--- config.mk ---
export PLATFORM = sky130hd
export DESIGN_NAME = port_config_pin_logic
export DESIGN_NICKNAME = d
export VERILOG_FILES = /design/src/hdl/port_config_pin_logic.v
export VERILOG_INCLUDE_DIRS = /design/src /design/src/include
export SDC_FILE = /design/constraint.sdc
export NUM_CORES = 1
export LEC_CHECK = 0
export ABC_CLOCK_PERIOD_IN_PS = 3200
export BUFFER_PORTS_ARGS = -buffer_cell sky130_fd_sc_hd__buf_4
export CORE_MARGIN = 10
export CORE_UTILIZATION = 53
export CTS_BUF_LIST = sky130_fd_sc_hd__clkbuf_4
export CTS_CLUSTER_DIAMETER = 40
export CTS_CLUSTER_SIZE = 14
export DETAILED_ROUTE_END_ITERATION = 7
export GPL_ROUTABILITY_DRIVEN = 0
export PLACE_DENSITY = 0.81
export SYNTH_ARGS = -nofsm -noshare
export SYNTH_HDL_FRONTEND = slang
export SYNTH_SLANG_ARGS = --single-unit
export TNS_END_PERCENT = 1
--- constraint.sdc ---
create_clock -name clk_i -period 3.2 [get_ports clk_i]
set_input_delay 0.32 -clock clk_i [delete_from_list [all_inputs] [get_ports clk_i]]
set_output_delay 0.32 -clock clk_i [all_outputs]
set_load 0.02 [all_outputs]
--- src/include/port_config_regs.vh ---
/*
 Register locations, field positions and reset values for the port block.
 Assumes it is included by bare name from the design file only.
*/
`ifndef PORT_CONFIG_REGS_VH
`define PORT_CONFIG_REGS_VH

// Data memory locations of the port registers.
`define ADDR_L_DATA    8'hd0
`define ADDR_L_CONFIG  8'hd1
`define ADDR_L_PINS    8'hd2
`define ADDR_G_DATA    8'hd4
`define ADDR_G_CONFIG  8'hd5
`define ADDR_G_PINS    8'hd6
`define ADDR_D_DATA    8'hdc
`define ADDR_CAN_CTRL  8'hdd

// Special-purpose bit positions in port G registers.
`define G_DATA_FULLSTOP_BIT  7
`define G_DATA_IDLE_BIT      6
`define G_CFG_ALT_PHASE_BIT  6

// CAN bus control drive enable bit positions.
`define CAN_DRV_A_BIT  0
`define CAN_DRV_B_BIT  1

// Reset values.
`define PORT_RESET_VAL  8'h00
`define D_RESET_VAL     4'hf
`define CAN_RESET_VAL   8'h00

`endif

--- src/hdl/port_config_pin_logic.v ---
/*
 Port pin logic of an 8-bit controller: a 7-bit bidirectional port with
 wake-up detection, an 8-bit port with special control bits and a clock
 output, a 4-bit output port, and CAN transmit drive enables.
 Assumes a single-cycle data memory bus from the core on clk_i, and pins
 whose levels come from outside the clock domain.
*/

`timescale 1ns/100ps
`include "port_config_regs.vh"

module port_config_pin_logic (
   // Clock and reset.
   input  wire       clk_i,
   input  wire       rst_b_i,
   // Data memory bus from the core.
   input  wire [7:0] addr_i,
   input  wire       wr_i,
   input  wire       rd_i,
   input  wire [7:0] wdata_i,
   output reg  [7:0] rdata_o,
   // Seven-bit port pins.
   input  wire [6:0] port_l_in_i,
   output wire [6:0] port_l_out_o,
   output wire [6:0] port_l_oe_o,
   output wire [6:0] port_l_pullup_o,
   // Eight-bit port pins, bits 0 to 5 bidirectional, bit 6 input only.
   input  wire [6:0] port_g_in_i,
   output wire [5:0] port_g_out_o,
   output wire [5:0] port_g_oe_o,
   output wire [6:0] port_g_pullup_o,
   // Dedicated clock output pin and its source.
   input  wire       osc_clk_i,
   output wire       oscillator_out_o,
   // Four-bit output-only port.
   output wire [3:0] port_d_o,
   // Peripheral alternate functions on the seven-bit port.
   input  wire       comparator_a_output_i,
   input  wire       comparator_a_en_i,
   input  wire       comparator_b_output_i,
   input  wire       comparator_b_en_i,
   input  wire       pulse_out_a_i,
   input  wire       pulse_out_a_en_i,
   input  wire       pulse_out_b_i,
   input  wire       pulse_out_b_en_i,
   output wire       capture_input_pin_o,
   output wire [6:0] comparator_pins_o,
   // Peripheral alternate functions on the eight-bit port.
   input  wire       serial_data_out_i,
   input  wire       serial_clock_out_i,
   input  wire       serial_master_i,
   input  wire       timer_io_out_i,
   input  wire       timer_io_drive_i,
   output wire       serial_data_in_o,
   output wire       serial_clock_pin_o,
   output wire       timer_io_pin_o,
   output wire       timer_capture_pin_o,
   output wire       ext_irq_pin_o,
   // Mode controls.
   output wire       serial_alt_phase_o,
   output reg        fullstop_req_o,
   output reg        idle_req_o,
   // Wake-up events, one bit per seven-bit port pin.
   output reg  [6:0] multi_pin_wakeup_o,
   // CAN transmit pins.
   input  wire       can_transmit_a_i,
   input  wire       can_transmit_b_i,
   output wire       can_transmit_a_o,
   output wire       can_transmit_a_oe_o,
   output wire       can_transmit_b_o,
   output wire       can_transmit_b_oe_o
);

   reg  [1:0] rst_sync_r;       // Reset release synchroniser.
   wire       rst_b;            // Synchronised reset, active low.
   reg  [7:0] l_data_r;         // Seven-bit port data register.
   reg  [7:0] l_cfg_r;          // Seven-bit port configuration register.
   reg  [7:0] port_g_output_data_r;  // Eight-bit port data register.
   reg  [7:0] port_g_configuration_r;// Eight-bit port configuration.
   reg  [3:0] d_data_r;         // Output-only port data.
   reg  [7:0] can_ctrl_r;       // CAN bus control register.
   reg  [6:0] l_meta_r;         // First synchroniser stage, port L.
   reg  [6:0] l_pin_r;          // Sampled port L levels.
   reg  [6:0] l_prev_r;         // Previous sample for edge detection.
   reg  [6:0] g_meta_r;         // First synchroniser stage, port G.
   reg  [6:0] g_pin_r;          // Sampled port G levels.
   reg  [7:0] rd_nxt;           // Read data mux result.
   reg  [2:0] wake_arm_r;       // Fills with ones after reset.

   // Drive-enable decode of one config/data pair; returns {oe, pullup}.
   // The output enable follows the config bit alone; the data bit means
   // a pull-up only while the pin is an input.
   function [1:0] pin_mode;
      input cfg;
      input dat;
      begin
         pin_mode = {cfg, ~cfg & dat};
      end
   endfunction

   // Release the reset through two flip-flops so every register leaves
   // reset on the same edge.
   always @(posedge clk_i or negedge rst_b_i) begin
      if (!rst_b_i) begin
         rst_sync_r <= 2'h0;
      end else begin
         rst_sync_r <= {rst_sync_r[0], 1'b1};
      end
   end
   assign rst_b = rst_sync_r[1];

   // Pin inputs cross into the clock domain through two flip-flops; only
   // the second stage is read by any logic.
   always @(posedge clk_i or negedge rst_b) begin
      if (!rst_b) begin
         l_meta_r <= 7'h00;
         l_pin_r  <= 7'h00;
         l_prev_r <= 7'h00;
         g_meta_r <= 7'h00;
         g_pin_r  <= 7'h00;
      end else begin
         l_meta_r <= port_l_in_i;
         l_pin_r  <= l_meta_r;
         l_prev_r <= l_pin_r;
         g_meta_r <= port_g_in_i;
         g_pin_r  <= g_meta_r;
      end
   end

   // Port L has no bit 7, so that bit is always stored as zero.
   // Register writes. The two power-saving requests are one-cycle pulses
   // so that waking up never finds a stale request waiting.
   always @(posedge clk_i or negedge rst_b) begin
      if (!rst_b) begin
         l_data_r               <= `PORT_RESET_VAL;
         l_cfg_r                <= `PORT_RESET_VAL;
         port_g_output_data_r   <= `PORT_RESET_VAL;
         port_g_configuration_r <= `PORT_RESET_VAL;
         d_data_r               <= `D_RESET_VAL;
         can_ctrl_r             <= `CAN_RESET_VAL;
         fullstop_req_o         <= 1'b0;
         idle_req_o             <= 1'b0;
      end else begin
         fullstop_req_o <= 1'b0;
         idle_req_o     <= 1'b0;
         if (wr_i) begin
            case (addr_i)
               `ADDR_L_DATA:   l_data_r <= {1'b0, wdata_i[6:0]};
               `ADDR_L_CONFIG: l_cfg_r  <= {1'b0, wdata_i[6:0]};
               `ADDR_G_DATA: begin
                  port_g_output_data_r <= wdata_i;
                  fullstop_req_o <= wdata_i[`G_DATA_FULLSTOP_BIT];
                  idle_req_o     <= wdata_i[`G_DATA_IDLE_BIT];
               end
               `ADDR_G_CONFIG: port_g_configuration_r <= wdata_i;
               `ADDR_D_DATA:   d_data_r   <= wdata_i[3:0];
               `ADDR_CAN_CTRL: can_ctrl_r <= wdata_i;
               default: ;
            endcase
         end
      end
   end

   // Read mux. Unmapped locations read zero. The port G pin read shows
   // the clock output level in bit 7, so software can see that the
   // oscillator runs.
   always @* begin
      case (addr_i)
         `ADDR_L_DATA:   rd_nxt = l_data_r;
         `ADDR_L_CONFIG: rd_nxt = l_cfg_r;
         `ADDR_L_PINS:   rd_nxt = {1'b0, l_pin_r};
         `ADDR_G_DATA:   rd_nxt = {2'h0, port_g_output_data_r[5:0]};
         `ADDR_G_CONFIG: rd_nxt = port_g_configuration_r;
         `ADDR_G_PINS:   rd_nxt = {oscillator_out_o, g_pin_r};
         `ADDR_D_DATA:   rd_nxt = {4'h0, d_data_r};
         `ADDR_CAN_CTRL: rd_nxt = can_ctrl_r;
         default:        rd_nxt = 8'h00;
      endcase
   end

   // Read data is registered, valid the cycle after the strobe.
   always @(posedge clk_i or negedge rst_b) begin
      if (!rst_b) begin
         rdata_o <= 8'h00;
      end else if (rd_i) begin
         rdata_o <= rd_nxt;
      end
   end

   // Wake-up events: any change on a sampled port L pin raises its bit
   // for one cycle; edge polarity and enables live in the wake-up unit.
   // The edge detector leaves reset at zero while an idle pin often
   // sits high, so reports are held off until both samples are real.
   always @(posedge clk_i or negedge rst_b) begin
      if (!rst_b) begin
         wake_arm_r         <= 3'h0;
         multi_pin_wakeup_o <= 7'h00;
      end else begin
         wake_arm_r         <= {wake_arm_r[1:0], 1'b1};
         multi_pin_wakeup_o <= (l_pin_r ^ l_prev_r)
                               & {7{wake_arm_r[2]}};
      end
   end

   // Port L drivers. Peripheral outputs override the port latch on their
   // pins only while that peripheral is enabled.
   genvar i;
   generate
      for (i = 0; i < 7; i = i + 1) begin : g_l
         wire [1:0] m = pin_mode(l_cfg_r[i], l_data_r[i]);
         assign port_l_pullup_o[i] = m[0];
         if (i == 6) begin : g_alt6
            assign port_l_out_o[i] = comparator_b_en_i ? comparator_b_output_i
                                   : pulse_out_a_en_i ? pulse_out_a_i
                                   : l_data_r[i];
            assign port_l_oe_o[i]  = m[1] | comparator_b_en_i
                                   | pulse_out_a_en_i;
         end else if (i == 5) begin : g_alt5
            assign port_l_out_o[i] = pulse_out_b_en_i ? pulse_out_b_i
                                   : l_data_r[i];
            assign port_l_oe_o[i]  = m[1] | pulse_out_b_en_i;
         end else if (i == 2) begin : g_alt2
            assign port_l_out_o[i] = comparator_a_en_i ? comparator_a_output_i
                                   : l_data_r[i];
            assign port_l_oe_o[i]  = m[1] | comparator_a_en_i;
         end else begin : g_plain
            assign port_l_out_o[i] = l_data_r[i];
            assign port_l_oe_o[i]  = m[1];
         end
      end
   endgenerate

   // Analog inputs are routed straight through; the comparator side
   // picks its own inputs from these pins.
   assign comparator_pins_o   = port_l_in_i;
   assign capture_input_pin_o = l_pin_r[6];

   // Port G drivers, bits 0 to 5; serial clock and timer outputs take over
   // G5 and G3 while active; serial data drives G4 whenever it is an output.
   generate
      for (i = 0; i < 6; i = i + 1) begin : g_g
         wire [1:0] m = pin_mode(port_g_configuration_r[i],
                                 port_g_output_data_r[i]);
         assign port_g_pullup_o[i] = m[0];
         if (i == 5) begin : g_sk
            assign port_g_out_o[i] = serial_master_i ? serial_clock_out_i
                                   : port_g_output_data_r[i];
            assign port_g_oe_o[i]  = m[1] | serial_master_i;
         end else if (i == 4) begin : g_so
            assign port_g_out_o[i] = m[1] ? serial_data_out_i
                                   : port_g_output_data_r[i];
            assign port_g_oe_o[i]  = m[1];
         end else if (i == 3) begin : g_t
            assign port_g_out_o[i] = timer_io_drive_i ? timer_io_out_i
                                   : port_g_output_data_r[i];
            assign port_g_oe_o[i]  = m[1] | timer_io_drive_i;
         end else begin : g_plain
            assign port_g_out_o[i] = port_g_output_data_r[i];
            assign port_g_oe_o[i]  = m[1];
         end
      end
   endgenerate

   // Bit 6 is input only, so it never drives. Its config and data bits
   // are taken by the serial phase and idle controls, so no bit is left
   // to ask for a pull-up and the pull-up stays off.
   assign port_g_pullup_o[6]  = 1'b0;
   assign oscillator_out_o    = osc_clk_i;
   assign serial_data_in_o    = g_pin_r[6];
   assign serial_clock_pin_o  = g_pin_r[5];
   assign timer_io_pin_o      = g_pin_r[3];
   assign timer_capture_pin_o = g_pin_r[2];
   assign ext_irq_pin_o       = g_pin_r[0];
   assign serial_alt_phase_o  =
      port_g_configuration_r[`G_CFG_ALT_PHASE_BIT];

   // Output port forced high straight from the reset pin, so it is high
   // even before the synchroniser releases; all four bits, bit 2 included,
   // are driven high by this block alone.
   assign port_d_o = rst_b_i ? d_data_r : `D_RESET_VAL;

   // CAN transmit pins float until software enables each driver. The
   // enables clear on reset, so a bus already in use is never driven
   // before software has decided to join it.
   assign can_transmit_a_o    = can_transmit_a_i;
   assign can_transmit_a_oe_o = can_ctrl_r[`CAN_DRV_A_BIT];
   assign can_transmit_b_o    = can_transmit_b_i;
   assign can_transmit_b_oe_o = can_ctrl_r[`CAN_DRV_B_BIT];

endmodule // port_config_pin_logic

==> flow_summary.json <==
{
  "synth_top_family_by_area": "multiplexers",
  "initial_core_util": 0.540,
  "post-route-period-util": 0.587,
  "slowest_stage": "nor4_4",
  "detail-route-antenna-nets": 0,
  "cp_max_fo": 11,
  "mostFrequentLayoutCells": "127 x buf_4, 92 x dfrtp_1, 47 x mux2_2",
  "drive_gt1_frac": 0.491,
  "clkTransAtPathRegs_ps": 160,
  "cts.sinks": 97,
  "power.density_nw_per_um2": 431,
  "path_depth": 4,
  "post_drt_wl_per_cell_um": 19.3,
  "io-pin-count": 130,
  "r2r-start": "can_ctrl_r[1]",
  "final.setup_skew_ps": 16.6,
  "cp_top_family": "simple AND/OR/NAND/NOR gates",
  "layout_setup_ws_ps": 1320,
  "synth-adder-area-share": 0,
  "peakVddDrop_v": 0.000255,
  "syn_avg_cell_area_um2": 13.8,
  "drt_iter0_markers": 120,
  "rsz0062_at_grt": "false",
  "cts_tree": "yes",
  "diodes": 0,
  "core_area_um2": 7690,
  "worstSkewPairLatency_ps": 450,
  "synthSimpleGateAreaFrac": 0.105,
  "routed_wl_um": 10200,
  "crit_start": "addr_i[5]",
  "period_needed_ps": 1880,
  "routed_via_density": 5.32,
  "synth_cell_types": 43,
  "dp_hpwl_um": 7440,
  "critPathArrivalTime_ps": 2220,
  "path_cells": "buf_4 > nand4b_1 > nor4_4 > mux2_2",
  "min_path_type": "input pin to flip-flop",
  "path_buf_inv": 1,
  "cap_violations": 0,
  "hold_violations": 0,
  "setup_viol_count_final": 0,
  "die-width_um": 109,
  "post_cts_buffers": 0,
  "nets": 473,
  "synthCells": 302,
  "critPathCaptureType": "flip-flop",
  "slowest_delay_ps": 770,
  "dieArea_um2": 11800,
  "grt_pass1_wl_um": 16000,
  "yosysWarnings": 0,
  "ys_seq_elements": 97,
  "r2r_setup_slack_ps": 1580,
  "layout.cells.most_common": "buf_4",
  "pre_cts_ws_ps": 842,
  "leakage_nw": 2.64,
  "max_slew_margin": 0.544,
  "vias": 2821,
  "grt_pass1_vias": 3008,
  "grt_max_degree": 34,
  "grt-ovfl-total": 0,
  "min_from": "wdata_i[7]",
  "critPathCapture": "port_g_output_data_r[3]",
  "drt_pass1_iterations": 4,
  "antenna_found_initial": 0,
  "startpoint_type": "input pin",
  "syn_area_um2": 4150,
  "root_buffer": "clkbuf_4",
  "crit_required_ps": 3540,
  "tightestPinTransition_ps": 680,
  "rows": 32,
  "tns_ps": 0,
  "area_growth_pct": 27.1,
  "clockBufferDepth": 2,
  "status": "complete, no violations",
  "synthXorXnorAreaFrac": 0.0148,
  "htreeDepth": 3,
  "drc": 0,
  "portBuffers": 124,
  "muxShareOfSynthArea": 0.176,
  "synth_compound_area_frac": 0.0536,
  "die_h_um": 109,
  "cts_made_buffers": 9,
  "r2r-end": "rdata_o[1]",
  "r2r_cells": 5,
  "grt_usage": 0.175,
  "whs_ps": 98.5,
  "report.final.slew_viol_count": 0,
  "ys_seq_area_frac": 0.586,
  "critPathKind": "input pin to flip-flop",
  "fmax_ghz": 0.533
}
through the flow:
stage / cell area, µm² / power [mW] / utilization / std cells
floorplan: 4160 / 1.54 / - / 303
global placement: 4990 / 1.67 / 0.650 / 498
detailed placement: 4990 / 1.68 / 0.650 / 498
CTS: 5270 / 2.30 / 0.686 / 529
global route: 5280 / 2.38 / 0.687 / 530
finish: 5280 / 2.27 / 0.687 / 530
cell usage after synthesis (all sizes together):
library cell	instances	area share
dfrtp	93	0.56
mux2	48	0.13
buf	34	0.060
nor2b	14	0.021
mux2i	12	0.029
nor2	11	0.011
and2	10	0.015
o2bb2ai	9	0.019
nand2	7	0.0063
nor3	7	0.012
xor2	7	0.015
nand2b	5	0.0075
a32oi	4	0.0084
dfstp	4	0.025
inv	4	0.0036
or2	4	0.0060
a2111oi	3	0.0063
mux4	3	0.016
a21oi	2	0.0024
a22oi	2	0.0036
conb	2	0.0018
nor4	2	0.010
o21ai	2	0.0024
a211oi	1	0.0018
a21o	1	0.0018
a31oi	1	0.0015
and4	1	0.0021
and4b	1	0.0024
nand3	1	0.0024
nand4	1	0.0030
nand4b	1	0.0021
o31ai	1	0.0018
o32a	1	0.0024
o32ai	1	0.0021
or3	1	0.0015
or4	1	0.0018
where the power goes:
part | leakage, nW | switching, mW | internal (mW)
Sequential | 1.23 | 0.0452 | 1.28
Combinational | 1.34 | 0.172 | 0.165
Clock | 0.0668 | 0.427 | 0.181
cells by family (layout without fill, tap and decap cells):
logic type / Yosys count / in the layout
xor+xnor: 7 / 7
compound gates: 28 / 28
other cells: 2 / 3
buf+inv: 38 / 163
flops: 97 / 97
mux: 63 / 63
simple gates: 67 / 67
registers in the layout, summed over array words and instances (netlist names), 7 cells and up:
| register | count |
|---|---|
| can_ctrl_r | 8 |
| g_meta_r | 7 |
| g_pin_r | 7 |
| l_cfg_r | 7 |
| l_data_r | 7 |
| l_meta_r | 7 |
| l_pin_r | 7 |
| l_prev_r | 7 |
| multi_pin_wakeup_o | 7 |
| port_g_configuration_r | 8 |
| rdata_o | 8 |
how the worst min path moves through the flow:
stage | slack, ps | depth (start not counted) | end
after floorplan | 20 | 0 | rst_sync_r[0]
after global placement | 130 | 1 | rst_sync_r[0]
after detailed placement | 130 | 1 | rst_sync_r[0]
after CTS | 20 | 2 | rdata_o[7]
after global routing | 80 | 2 | fullstop_req_o
final | 100 | 2 | fullstop_req_o
area by class of cell:
type	instances	area [µm²]
Inverter	4	15.0
Clock inverter	6	51.3
Multi-Input combinational cell	168	1460
Fill cell	552	2410
Timing Repair Buffer	143	1110
Tap cell	102	128
Sequential cell	97	2440
Clock buffer	10	75.1
routing by layer:
metal	up-vias	global-route usage	wire length [µm]	part of all wire
li1	1287	-	-	-
met1	1405	0.206	4030	0.39
met2	109	0.281	4970	0.49
met3	20	0.0767	1010	0.098
met4	0	0.0603	223	0.022
met5	-	0	0	0
timing repair:
| action | 4_1_cts | 5_1_grt |
|---|---|---|
| endpoints found under the hold margin | 16 | 1 |
| resized for setup | 0 | 0 |
| hold buffers | 15 | 1 |
Power figures use the tool's default switching activity.
